**src/fspg_pkg.sv**
```systemverilog
package fspg_pkg;
  // Clock and back-channel timing.
  localparam int CLK_PERIOD_NS = 10;
  localparam int BC_FRAME_BITS = 30;
  localparam int BC_BIT_NS_FAST = 20;
  localparam int BC_BIT_NS_SLOW = 400;
  localparam int BC_FRAME_NS_FAST = BC_FRAME_BITS * BC_BIT_NS_FAST;
  localparam int BC_FRAME_NS_SLOW = BC_FRAME_BITS * BC_BIT_NS_SLOW;
  localparam int TICK_CYC_FAST = (BC_FRAME_NS_FAST + CLK_PERIOD_NS - 1) / CLK_PERIOD_NS;
  localparam int TICK_CYC_SLOW = (BC_FRAME_NS_SLOW + CLK_PERIOD_NS - 1) / CLK_PERIOD_NS;
  localparam int TICK_CNT_W = 11;
  localparam logic [TICK_CNT_W-1:0] TICK_LIM_FAST = TICK_CNT_W'(TICK_CYC_FAST - 1);
  localparam logic [TICK_CNT_W-1:0] TICK_LIM_SLOW = TICK_CNT_W'(TICK_CYC_SLOW - 1);

  // Structure.
  localparam int NUM_PORTS = 4;
  localparam int SLOTS_PER_PORT = 4;
  localparam int NUM_GPIO = 8;

  // Register offsets.
  localparam logic [7:0] ADDR_CTL = 8'h18;
  localparam logic [7:0] ADDR_HI_U = 8'h19;
  localparam logic [7:0] ADDR_HI_L = 8'h1a;
  localparam logic [7:0] ADDR_LO_U = 8'h1b;
  localparam logic [7:0] ADDR_LO_L = 8'h1c;
  localparam logic [7:0] ADDR_STATUS = 8'h1d;
  localparam logic [7:0] ADDR_PORT_SEL = 8'h4c;
  localparam logic [7:0] ADDR_RATE = 8'h58;
  localparam logic [7:0] ADDR_ROUTE_A = 8'h6e;
  localparam logic [7:0] ADDR_ROUTE_B = 8'h6f;

  // Field positions.
  localparam int CTL_EN_BIT = 0;
  localparam int CTL_DUTY_BIT = 1;
  localparam int CTL_START_BIT = 2;
  localparam int CTL_SRC_LSB = 4;
  localparam int PSEL_RD_LSB = 4;
  localparam int ST_LEVEL_BIT = 0;
  localparam int ST_RUN_BIT = 1;

  // Encodings.
  localparam logic [2:0] RATE_50M = 3'h6;
  localparam logic [3:0] ROUTE_PULSE = 4'ha;
  localparam logic [3:0] ROUTE_HIGH = 4'h1;
  localparam logic [3:0] SRC_GPIO_FIRST = 4'h8;

  // Reset values.
  localparam logic [7:0] CTL_RST = 8'h00;
  localparam logic [7:0] COUNT_RST = 8'h00;
  localparam logic [7:0] PSEL_RST = 8'h00;
  localparam logic [7:0] RATE_RST = 8'h00;
  localparam logic [7:0] ROUTE_RST = 8'h00;
endpackage

```
**src/fspg_tick.sv**
```systemverilog
`timescale 1ns/1ps
module fspg_tick (
  // Clock and reset.
  input wire logic core_clk_in,
  input wire logic srst_in,
  // Rate.
  input wire logic rate_fast_in,
  // Tick.
  output logic tick_out
);
  import fspg_pkg::*;

  typedef struct packed {
    logic [TICK_CNT_W-1:0] cnt;
    logic tick;
  } fspg_tick_s;

  fspg_tick_s st;
  fspg_tick_s next_st;
  logic [TICK_CNT_W-1:0] lim;

  always_comb begin
    next_st = st;
    lim = rate_fast_in ? TICK_LIM_FAST : TICK_LIM_SLOW;
    next_st.tick = 1'b0;
    // One tick per back-channel frame. [RQ6]
    if (st.cnt >= lim) begin
      next_st.cnt = '0;
      next_st.tick = 1'b1;
    end else begin
      next_st.cnt = st.cnt + 1'b1;
    end
  end

  always_ff @(posedge core_clk_in) begin
    if (srst_in) begin
      st <= '0;
    end else begin
      st <= next_st;
    end
  end

  assign tick_out = st.tick;
endmodule

```
**src/fspg_bc_port.sv**
```systemverilog
`timescale 1ns/1ps
module fspg_bc_port (
  // Clock and reset.
  input wire logic core_clk_in,
  input wire logic srst_in,
  // Register writes for this port.
  input wire logic wr_rate_in,
  input wire logic wr_route_a_in,
  input wire logic wr_route_b_in,
  input wire logic [7:0] wdata_in,
  // Pulse to forward.
  input wire logic pulse_in,
  // Register contents.
  output logic rate_fast_out,
  output logic [7:0] rate_sel_out,
  output logic [7:0] route_a_out,
  output logic [7:0] route_b_out,
  // Back-channel slots.
  output logic [fspg_pkg::SLOTS_PER_PORT-1:0] slot_out
);
  import fspg_pkg::*;

  typedef struct packed {
    logic [7:0] rate;
    logic [7:0] route_a;
    logic [7:0] route_b;
    logic [SLOTS_PER_PORT-1:0] slot;
  } fspg_port_s;

  fspg_port_s st;
  fspg_port_s next_st;
  logic [3:0] sel;

  always_comb begin
    next_st = st;
    sel = 4'h0;
    if (wr_rate_in) begin
      next_st.rate = wdata_in;
    end
    if (wr_route_a_in) begin
      next_st.route_a = wdata_in;
    end
    if (wr_route_b_in) begin
      next_st.route_b = wdata_in;
    end
    // Every port registers the same pulse on the same edge, so skew is one clock at most. [RQ11]
    for (int i = 0; i < SLOTS_PER_PORT; i++) begin
      sel = (i < 2) ? st.route_a[4*(i%2) +: 4] : st.route_b[4*(i%2) +: 4];
      if (sel == ROUTE_PULSE) begin
        next_st.slot[i] = pulse_in; // [RQ2] [RQ13]
      end else begin
        next_st.slot[i] = (sel == ROUTE_HIGH);
      end
    end
  end

  always_ff @(posedge core_clk_in) begin
    if (srst_in) begin
      st.rate <= RATE_RST;
      st.route_a <= ROUTE_RST;
      st.route_b <= ROUTE_RST;
      st.slot <= '0;
    end else begin
      st <= next_st;
    end
  end

  assign rate_fast_out = (st.rate[2:0] == RATE_50M); // [RQ12]
  assign rate_sel_out = st.rate;
  assign route_a_out = st.route_a;
  assign route_b_out = st.route_b;
  assign slot_out = st.slot;
endmodule

```
**src/fspg_top.sv**
```systemverilog
`timescale 1ns/1ps
// Function
// [RQ1] Source select 0x8..0xF with generator off forwards GPIO pin 0..7.
// [RQ2] Forward the frame pulse on slots whose port routing selects it.
// [RQ3] Control bit 0 set to 1 enables internal pulse generation.
// [RQ4] Enabled generator runs continuously on programmed counts until disabled.
// [RQ5] Source field bits 7:4 pick which port's back-channel tick clocks the generator.
// [RQ6] Tick is one 30-bit back-channel frame: 600 ns or 12 us.
// [RQ7] Control bit 1 picks 50/50 duty or separate high/low durations; 0 separate.
// [RQ8] Programmable mode: high for high count ticks, low for low count ticks.
// [RQ9] High and low counts are 16 bits, split into upper and lower bytes.
// [RQ10] Control bit 2 sets the starting level; 0 starts low.
// [RQ11] All four back channels carry the pulse synchronously with limited skew.
// [RQ12] Rate select pattern 110b sets a port to 50 Mbps, fixing its tick.
// [RQ13] Routing value 0xAA sends the pulse onto slots 0 and 1 of selected ports.
// [RQ14] In 50/50 mode the high count sets both halves; low count ignored.
// [RQ15] New counts apply at the next phase boundary, never truncating a phase.
module fspg_top (
  // Clock and reset.
  input wire logic core_clk_in,
  input wire logic srst_in,
  // Register port behind the serial control interface.
  input wire logic reg_wr_in,
  input wire logic reg_rd_in,
  input wire logic [7:0] reg_addr_in,
  input wire logic [7:0] reg_wdata_in,
  output logic [7:0] reg_rdata_out,
  output logic reg_rvalid_out,
  // General-purpose pins.
  input wire logic [fspg_pkg::NUM_GPIO-1:0] gpio_in,
  // Frame pulse.
  output logic frame_pulse_out,
  output logic [fspg_pkg::NUM_PORTS*fspg_pkg::SLOTS_PER_PORT-1:0] backchannel_pin_slot_out
);
  import fspg_pkg::*;

  typedef struct packed {
    logic [7:0] ctl;
    logic [7:0] hi_u;
    logic [7:0] hi_l;
    logic [7:0] lo_u;
    logic [7:0] lo_l;
    logic [7:0] psel;
    logic [7:0] rdata;
    logic rvalid;
    logic running;
    logic level;
    logic [15:0] cnt;
    logic [15:0] len;
    logic pulse;
  } fspg_top_s;

  fspg_top_s st;
  fspg_top_s next_st;

  logic [NUM_PORTS-1:0] tick;
  logic [NUM_PORTS-1:0] rate_fast;
  logic [NUM_PORTS-1:0] wr_rate;
  logic [NUM_PORTS-1:0] wr_route_a;
  logic [NUM_PORTS-1:0] wr_route_b;
  logic [7:0] p_rate [NUM_PORTS];
  logic [7:0] p_route_a [NUM_PORTS];
  logic [7:0] p_route_b [NUM_PORTS];

  logic [3:0] src;
  logic gen_en;
  logic duty_even;
  logic start_level;
  logic [15:0] high_cnt;
  logic [15:0] low_cnt;
  logic [15:0] low_len;
  logic sel_tick;
  logic ext_pulse;
  logic [1:0] rd_port;
  logic [7:0] rd_mux;

  // Per-port writes follow the port mask in the low nibble of the port selector.
  for (genvar p = 0; p < NUM_PORTS; p++) begin : g_port
    assign wr_rate[p] = reg_wr_in && (reg_addr_in == ADDR_RATE) && st.psel[p];
    assign wr_route_a[p] = reg_wr_in && (reg_addr_in == ADDR_ROUTE_A) && st.psel[p];
    assign wr_route_b[p] = reg_wr_in && (reg_addr_in == ADDR_ROUTE_B) && st.psel[p];

    fspg_tick u_tick (
      .core_clk_in(core_clk_in),
      .srst_in(srst_in),
      .rate_fast_in(rate_fast[p]),
      .tick_out(tick[p])
    );

    fspg_bc_port u_port (
      .core_clk_in(core_clk_in),
      .srst_in(srst_in),
      .wr_rate_in(wr_rate[p]),
      .wr_route_a_in(wr_route_a[p]),
      .wr_route_b_in(wr_route_b[p]),
      .wdata_in(reg_wdata_in),
      .pulse_in(st.pulse),
      .rate_fast_out(rate_fast[p]),
      .rate_sel_out(p_rate[p]),
      .route_a_out(p_route_a[p]),
      .route_b_out(p_route_b[p]),
      .slot_out(backchannel_pin_slot_out[p*SLOTS_PER_PORT +: SLOTS_PER_PORT])
    );
  end

  always_comb begin
    next_st = st;
    src = st.ctl[CTL_SRC_LSB +: 4];
    gen_en = st.ctl[CTL_EN_BIT]; // [RQ3]
    duty_even = st.ctl[CTL_DUTY_BIT]; // [RQ7]
    start_level = st.ctl[CTL_START_BIT];
    high_cnt = {st.hi_u, st.hi_l}; // [RQ9]
    low_cnt = {st.lo_u, st.lo_l}; // [RQ9]
    low_len = duty_even ? high_cnt : low_cnt; // [RQ14]
    sel_tick = tick[src[1:0]]; // [RQ5]
    ext_pulse = (src >= SRC_GPIO_FIRST) ? gpio_in[src[2:0]] : 1'b0; // [RQ1]
    rd_port = st.psel[PSEL_RD_LSB +: 2];
    rd_mux = 8'h00;

    // Register writes.
    if (reg_wr_in) begin
      case (reg_addr_in)
        ADDR_CTL: begin
          next_st.ctl = reg_wdata_in;
        end
        ADDR_HI_U: begin
          next_st.hi_u = reg_wdata_in;
        end
        ADDR_HI_L: begin
          next_st.hi_l = reg_wdata_in;
        end
        ADDR_LO_U: begin
          next_st.lo_u = reg_wdata_in;
        end
        ADDR_LO_L: begin
          next_st.lo_l = reg_wdata_in;
        end
        ADDR_PORT_SEL: begin
          next_st.psel = reg_wdata_in;
        end
        default: begin
        end
      endcase
    end

    // Register reads return the value held before any same-cycle write.
    case (reg_addr_in)
      ADDR_CTL: begin
        rd_mux = st.ctl;
      end
      ADDR_HI_U: begin
        rd_mux = st.hi_u;
      end
      ADDR_HI_L: begin
        rd_mux = st.hi_l;
      end
      ADDR_LO_U: begin
        rd_mux = st.lo_u;
      end
      ADDR_LO_L: begin
        rd_mux = st.lo_l;
      end
      ADDR_STATUS: begin
        rd_mux[ST_LEVEL_BIT] = st.level;
        rd_mux[ST_RUN_BIT] = st.running;
      end
      ADDR_PORT_SEL: begin
        rd_mux = st.psel;
      end
      ADDR_RATE: begin
        rd_mux = p_rate[rd_port];
      end
      ADDR_ROUTE_A: begin
        rd_mux = p_route_a[rd_port];
      end
      ADDR_ROUTE_B: begin
        rd_mux = p_route_b[rd_port];
      end
      default: begin
        rd_mux = 8'h00;
      end
    endcase
    next_st.rvalid = reg_rd_in;
    if (reg_rd_in) begin
      next_st.rdata = rd_mux;
    end

    // Generator. The phase length is latched only at a boundary, so a write mid-phase waits.
    if (!gen_en) begin
      next_st.running = 1'b0;
      next_st.level = start_level;
      next_st.cnt = 16'h0000;
    end else if (!st.running) begin
      next_st.running = 1'b1;
      next_st.level = start_level; // [RQ10]
      next_st.cnt = 16'h0000;
      next_st.len = start_level ? high_cnt : low_len;
    end else if (sel_tick) begin
      // A zero count is treated as a one-tick phase rather than stalling the output.
      if (({1'b0, st.cnt} + 17'h00001) >= {1'b0, st.len}) begin
        next_st.level = ~st.level; // [RQ4] [RQ8]
        next_st.cnt = 16'h0000;
        next_st.len = st.level ? low_len : high_cnt; // [RQ15]
      end else begin
        next_st.cnt = st.cnt + 16'h0001;
      end
    end

    next_st.pulse = gen_en ? next_st.level : ext_pulse; // [RQ1] [RQ3]
  end

  always_ff @(posedge core_clk_in) begin
    if (srst_in) begin
      st.ctl <= CTL_RST;
      st.hi_u <= COUNT_RST;
      st.hi_l <= COUNT_RST;
      st.lo_u <= COUNT_RST;
      st.lo_l <= COUNT_RST;
      st.psel <= PSEL_RST;
      st.rdata <= 8'h00;
      st.rvalid <= 1'b0;
      st.running <= 1'b0;
      st.level <= 1'b0;
      st.cnt <= 16'h0000;
      st.len <= 16'h0000;
      st.pulse <= 1'b0;
    end else begin
      st <= next_st;
    end
  end

  assign reg_rdata_out = st.rdata;
  assign reg_rvalid_out = st.rvalid;
  assign frame_pulse_out = st.pulse;
endmodule

```
**config.mk**
```make
export PLATFORM = sky130hd
export DESIGN_NAME = fspg_top
export DESIGN_NICKNAME = d
export VERILOG_FILES = /design/src/fspg_pkg.sv /design/src/fspg_tick.sv /design/src/fspg_bc_port.sv /design/src/fspg_top.sv
export SDC_FILE = /design/constraint.sdc
export NUM_CORES = 1
export LEC_CHECK = 0
export ABC_AREA = 0
export BUFFER_PORTS_ARGS = -buffer_cell sky130_fd_sc_hd__buf_4
export CAP_MARGIN = 5
export CORE_ASPECT_RATIO = 1.5
export CORE_UTILIZATION = 25
export CTS_CLUSTER_SIZE = 10
export DETAILED_ROUTE_END_ITERATION = 12
export HOLD_SLACK_MARGIN = 0.03
export PLACE_DENSITY = 0.45
export REMOVE_ABC_BUFFERS = 1
export SLEW_MARGIN = 5
export SYNTH_ARGS = -nofsm -noshare
export SYNTH_HDL_FRONTEND = slang
export SYNTH_HIERARCHICAL = 1
export SYNTH_SLANG_ARGS = --single-unit
```
**constraint.sdc**
```tcl
create_clock -name core_clk_in -period 8 [get_ports core_clk_in]
set_clock_uncertainty 0.15 [all_clocks]
set_input_delay 1.6 -clock core_clk_in [delete_from_list [all_inputs] [get_ports core_clk_in]]
set_output_delay 1.6 -clock core_clk_in [all_outputs]
set_load 0.01 [all_outputs]
```
==> results.cfg, run 1 <==
[run_status]
outcome = finished clean

[critical_path]
worst-path-max-fanout = 32
slowest_delay_ns = 0.50
cp.arrival_ns = 4.36
path_buf_inv = 1
critical-path-top-delay-family = simple AND/OR/NAND/NOR gates
cp-end-kind = flip-flop
slowest_stage = buf_4
worst-path-stages = 14
worstSetupPathType = flip-flop to flip-flop
path_cells = and3_1, and3_1, and2_1, nand4_1, xnor2_1, ha_1, nand4_1, nor3_1, a221oi_2, o31ai_4, o311ai_4, buf_4, a221oi_1, a211oi_1
r2r_cells = 14
crit_path_start_kind = flip-flop
critical_path_required_ns = 8.31

[worst_hold_path]
hold_path_depth = 2
hold_class = flip-flop to flip-flop

[finish]
n_fill_cell = 5350
drive_above_1_share = 0.181
final_cells = 1947
layout_commonest_cell = dfxtp_1
area_growth_pct = 13.1
antenna_cells = 0
nNetsFinal = 1344
layout_common_cells = dfxtp_1 (251), nor2_1 (164), mux2i_1 (135)

[sta]
slew_violations = 0
fin_tns_setup_ns = 0
worst_pin_slew_ns = 1.08
period_share = 0.506
max_freq_mhz = 247
layout_setup_ws_ns = 3.95
finalSetupViolCount = 0
relSlewSlack = 0.276
fin_crit_ns = 4.05
hold_violations = 0
grt_setup_unrepaired = no

[synth]
synth_flop_cell = dfxtp_1
yosys_warnings = 6
synth_edf_count = 0
synth-simple-area-share = 0.215
synth-xor-area-share = 0.0347
synth_compound_area_frac = 0.108
synth.distinct_cells = 64
synth_fa_ha_area_frac = 0.0366
synth_mux_area_frac = 0.165
post_synth.cell_area_avg_um2 = 9.95
synthArstFlopShare = 0
synth-seq-cells = 252
seq_area_frac_synth = 0.399
synthCells = 1269
synth_top_family_by_area = simple AND/OR/NAND/NOR gates
synth_area_um2 = 12600

[detailed_routing]
first_pass_iters = 5
ant_nets = 0
via_per_inst = 4.81
drtIter0Drc = 407
drc_errors = 0
num_vias = 9370
drt-total-wl_um = 34600
routedWlPerCell_um = 17.8

[power_and_ir_drop]
p_per_area_nw_per_um2 = 178
ir_worst_vdd_uv = 155
power_uw = 2540
power_leakage_uw = 0.00488

[clock_network]
clkTransAtPathRegs_ns = 0.06
numCtsBuffers = 29
clk-insertion-delay-late_ns = 0.56
cts_hold_buf = 0
root_buffer = clkbuf_16
post_cts_buffers = 0
cts_resized = 0
cts_tree = yes
htree_levels = 1
cts_sinks = 252
ctsLongestPathBuffers = 3

[floorplan]
die_x_um = 186
pin_count = 54
initial_core_util = 0.254
core_um2 = 49800
die_area_um2 = 51400
die_h_um = 277
num_rows = 100

[grt]
grt_pass1_vias = 9563
grt_first_pass_wirelength_um = 55300
grt-ovfl-total = 0
antenna_found_initial = 0
grt_use_total = 0.136
grt_start_max_net_pins = 124

[place]
routabilityCongestion = 0.786
port-buffer-count = 53
place_ws_ns = 3.75
dpl.hpwl_um = 23300
placed_cells = 1911

[flow_run]
drv_cap = 0
==> final timing paths <==
kind / slack, ns / from / endpoint
worst max-delay path: 3.95 / st[19]$_SDFFE_PP0P_ / st[1]$_SDFFE_PP0P_
worst min-delay path: 0.31 / st[50]$_SDFFE_PP0P_ / st[50]$_SDFFE_PP0P_
worst max register to register: 3.95 / st[19]$_SDFFE_PP0P_ / st[1]$_SDFFE_PP0P_
worst min register to register: 0.31 / st[50]$_SDFFE_PP0P_ / st[50]$_SDFFE_PP0P_
==> report_power, final <==
| part | switching, uW | internal (uW) | leakage, uW |
|---|---|---|---|
| logic | 65.4 | 29.0 | 0.00246 |
| clock network | 513 | 661 | 0.000381 |
| registers | 8.43 | 1260 | 0.00203 |
==> layer usage <==
layer  vias up  GRT usage  share of wire
li1       4599          -              -
met1      4543      0.167           0.43
met2       161      0.238           0.50
met3        67     0.0134          0.029
met4         0     0.0584          0.038
met5         -          0              0
==> cells by family (layout without fill, tap and decap cells) <==
kind of cell | Yosys count | count (layout)
adders and majority gates | 37 | 37
buffers and inverters | 109 | 124
muxes | 170 | 170
xor gates and xnor gates | 50 | 50
DFF | 252 | 252
and+or+nand+nor | 498 | 498
AOI/OAI and AO/OA | 153 | 153
==> sequential cells by signal, indices dropped and copies added, names as in the netlist <==
| signal | cells |
|---|---|
| duty_even | 1 |
| frame_pulse_out | 1 |
| g_port.u_port/rate_sel_out | 32 |
| g_port.u_port/route_a_out | 32 |
| g_port.u_port/route_b_out | 32 |
| g_port.u_port/slot_out | 16 |
| g_port.u_tick/st | 44 |
| g_port.u_tick/tick_out | 4 |
| gen_en | 1 |
| high_cnt | 16 |
| low_cnt | 16 |
| rd_port | 2 |
| reg_rdata_out | 8 |
| reg_rvalid_out | 1 |
| src | 4 |
| st | 42 |
==> cells in the mapped netlist, types with 25 or more instances <==
cell / instances / area [um2]
a21oi_1: 42 / 210
mux2i_1: 135 / 1350
xor2_1: 29 / 254
a211oi_2: 30 / 375
nor3_2: 37 / 370
nand2_1: 92 / 345
buf_2: 33 / 165
mux4_2: 30 / 676
nor2_1: 164 / 616
nand4_1: 25 / 156
clkbuf_1: 34 / 128
ha_1: 37 / 463
nand3_1: 54 / 270
dfxtp_1: 252 / 5040
==> through the flow <==
stage / util / area, um2 / hold WS [ns]
final: 0.287 / 14300 / 0.314
after global routing: 0.287 / 14300 / 0.331
after CTS: 0.287 / 14300 / 0.315
after detailed placement: 0.271 / 13500 / 0.306
after global placement: 0.271 / 13500 / 0.293
after floorplan: - / 12200 / 0.271
==> area by class of cell <==
class / instances / area [um2] / share of cell area
multi-input combinational: 908 / 7060 / 0.494
sequential: 252 / 5050 / 0.353
tap: 663 / 830 / 0.0581
clock buffer: 35 / 768 / 0.0538
timing repair buffer: 63 / 480 / 0.0336
inverter: 25 / 93.8 / 0.00657
clock inverter: 1 / 8.76 / 0.000613
==> worst register-to-register path, cell delays in order (launching register included) <==
cell      delay (ns)
dfxtp_1         0.42
and3_1          0.28
and3_1          0.19
and2_1          0.23
nand4_1         0.21
xnor2_1         0.19
ha_1            0.30
nand4_1         0.22
nor3_1          0.10
a221oi_2        0.35
o31ai_4         0.17
o311ai_4        0.27
buf_4           0.50
a221oi_1        0.14
a211oi_1        0.24
(Power assumes the default switching activity.)
==> run 2, diff against run 1 <==
- clock period: 8 -> 4.15 ns (I/O delays scaled with it)
==> results.cfg, run 2 (synthesis gave the netlist of run 1 again) <==
[critical_path]
crit_path_start_kind = flip-flop
slowest_stage = dfxtp_1
path_common_cell = and3_1
cp-end-kind = flip-flop
slowest_delay_ns = 0.43
path_cells = and3_1, and3_1, and2_1, nand4_1, xnor2_1, ha_1, nand3_1, nor3_1, a221oi_2, o31ai_4, o311ai_4, buf_12, a221oi_1, a211oi_1
r2r_cells = 14
critical-path-top-delay-family = compound AO/OA/AOI/OAI gates
critical_path_required_ns = 4.47
path_buf_inv = 1
worst-path-stages = 14
worst-path-max-fanout = 32
worstSetupPathType = flip-flop to flip-flop
cp.arrival_ns = 4.12

[floorplan]
die_area_um2 = 51400
initial_core_util = 0.254
pin_count = 54
num_rows = 100
core_um2 = 49800
die_x_um = 186
die_h_um = 277

[grt]
antenna_found_initial = 0
grt-ovfl-total = 0
grt_first_pass_wirelength_um = 54700
grt_pass1_vias = 9369
grt_start_max_net_pins = 139
grt_use_total = 0.136

[run_status]
outcome = finished clean

[power_and_ir_drop]
intPower_uw = 3730
switching_share = 0.230
clkPwrFrac = 0.455
sequentialPowerShare = 0.507
power_leakage_uw = 0.00490
p_per_area_nw_per_um2 = 338
combPwrFrac = 0.038
p_sw_uw = 1110
ir_worst_vdd_uv = 253

[sta]
finalSetupViolCount = 0
fin_tns_setup_ns = 0
hold_violations = 0
worst_pin_slew_ns = 1.07
grt_setup_unrepaired = no
max_freq_mhz = 263
period_share = 0.916
fin_crit_ns = 3.80
slew_violations = 0
relSlewSlack = 0.283
hold_ws_ns = 0.308

[finish]
n_fill_cell = 5380
area_growth_pct = 13.3
final_cells = 1950
nNetsFinal = 1348
drive_above_1_share = 0.182
antenna_cells = 0
largest_reg_flops = 44
top_register = g_port.u_tick/st
multi_input_area_um2 = 7060
seq_area_um2 = 5050
layout_commonest_cell = dfxtp_1
final_util = 0.287
largestRegisters = g_port.u_tick/st x44, st x42
layout_common_cells = dfxtp_1 (251), nor2_1 (164), mux2i_1 (135)

[clock_network]
clkTransAtPathRegs_ns = 0.06
cts_sinks = 252
root_buffer = clkbuf_16
cts_tree = yes
htree_levels = 1
post_cts_buffers = 0
cts_resized = 0
clk-insertion-delay-late_ns = 0.56
numCtsBuffers = 29
ctsLongestPathBuffers = 3
cts_hold_buf = 0

[worst_hold_path]
hold_class = flip-flop to flip-flop
hold_path_depth = 2

[detailed_routing]
drtIter0Drc = 490
first_pass_iters = 5
drt-total-wl_um = 34500
ant_nets = 0
routedWlPerCell_um = 17.7
drc_errors = 0
via_per_inst = 4.80
num_vias = 9367

[place]
placed_cells = 1915
routabilityCongestion = 0.810
dpl.hpwl_um = 23300
port-buffer-count = 53

[flow_run]
drv_cap = 0
run 2: cell count changes in the layout (fill, tap and decap cells not counted), sizes merged:
cell    change
inv         -1
clkinv      +1
buf         +4
clkbuf      -1
run 2: power groups by stage:
stage / registers [uW] / logic (uW) / clock network, uW
2_1_floorplan: 2500 / 52.0 / 0
3_3_place_gp: 2500 / 188 / 0
3_5_place_dp: 2500 / 189 / 0
4_1_cts: 2450 / 189 / 2290
5_1_grt: 2450 / 202 / 2390
6_report: 2450 / 185 / 2200
run 2: worst reg2reg max path, delay by kind of cell, from the launching register on:
family                   cells  cell delay [ns]
AO/OA/AOI/OAI                5             1.19
AND/OR/NAND/NOR              6             1.15
flip-flops                   1             0.43
adder cells (fa/ha/maj)      1             0.29
buffers and inverters        1             0.28
XOR/XNOR                     1             0.22
run 2: path summary, 6_finish.rpt:
kind | start | to | slack [ns]
worst max-delay path | st[20]$_SDFFE_PP0P_ | st[1]$_SDFFE_PP0P_ | 0.35
worst min-delay path | st[50]$_SDFFE_PP0P_ | st[50]$_SDFFE_PP0P_ | 0.31
worst max register to register | st[20]$_SDFFE_PP0P_ | st[1]$_SDFFE_PP0P_ | 0.35
worst min register to register | st[50]$_SDFFE_PP0P_ | st[50]$_SDFFE_PP0P_ | 0.31
run 2: metrics by stage:
step                setup slack (ns)  total power, uW  area, um2
floorplan                      0.139             2550      12200
global placement               0.473             2690      13600
detailed placement             0.419             2690      13600
CTS                            0.363             4930      14300
global route                  0.0875             5040      14300
finish                         0.348             4840      14300
run 2: routing by layer:
layer / global-route usage / part of all wire
met4: 0.0473 / 0.027
met5: 0 / 0
met1: 0.165 / 0.43
met3: 0.0164 / 0.032
met2: 0.242 / 0.51
run 2: layout make-up:
type                    count  share of cell area
multi-input cells         908               0.493
flip-flops and latches    252               0.352
well taps                 663              0.0579
clock buffers              34              0.0520
repair buffers             67              0.0374
inverters                  25             0.00655
clock inverters             1            0.000350
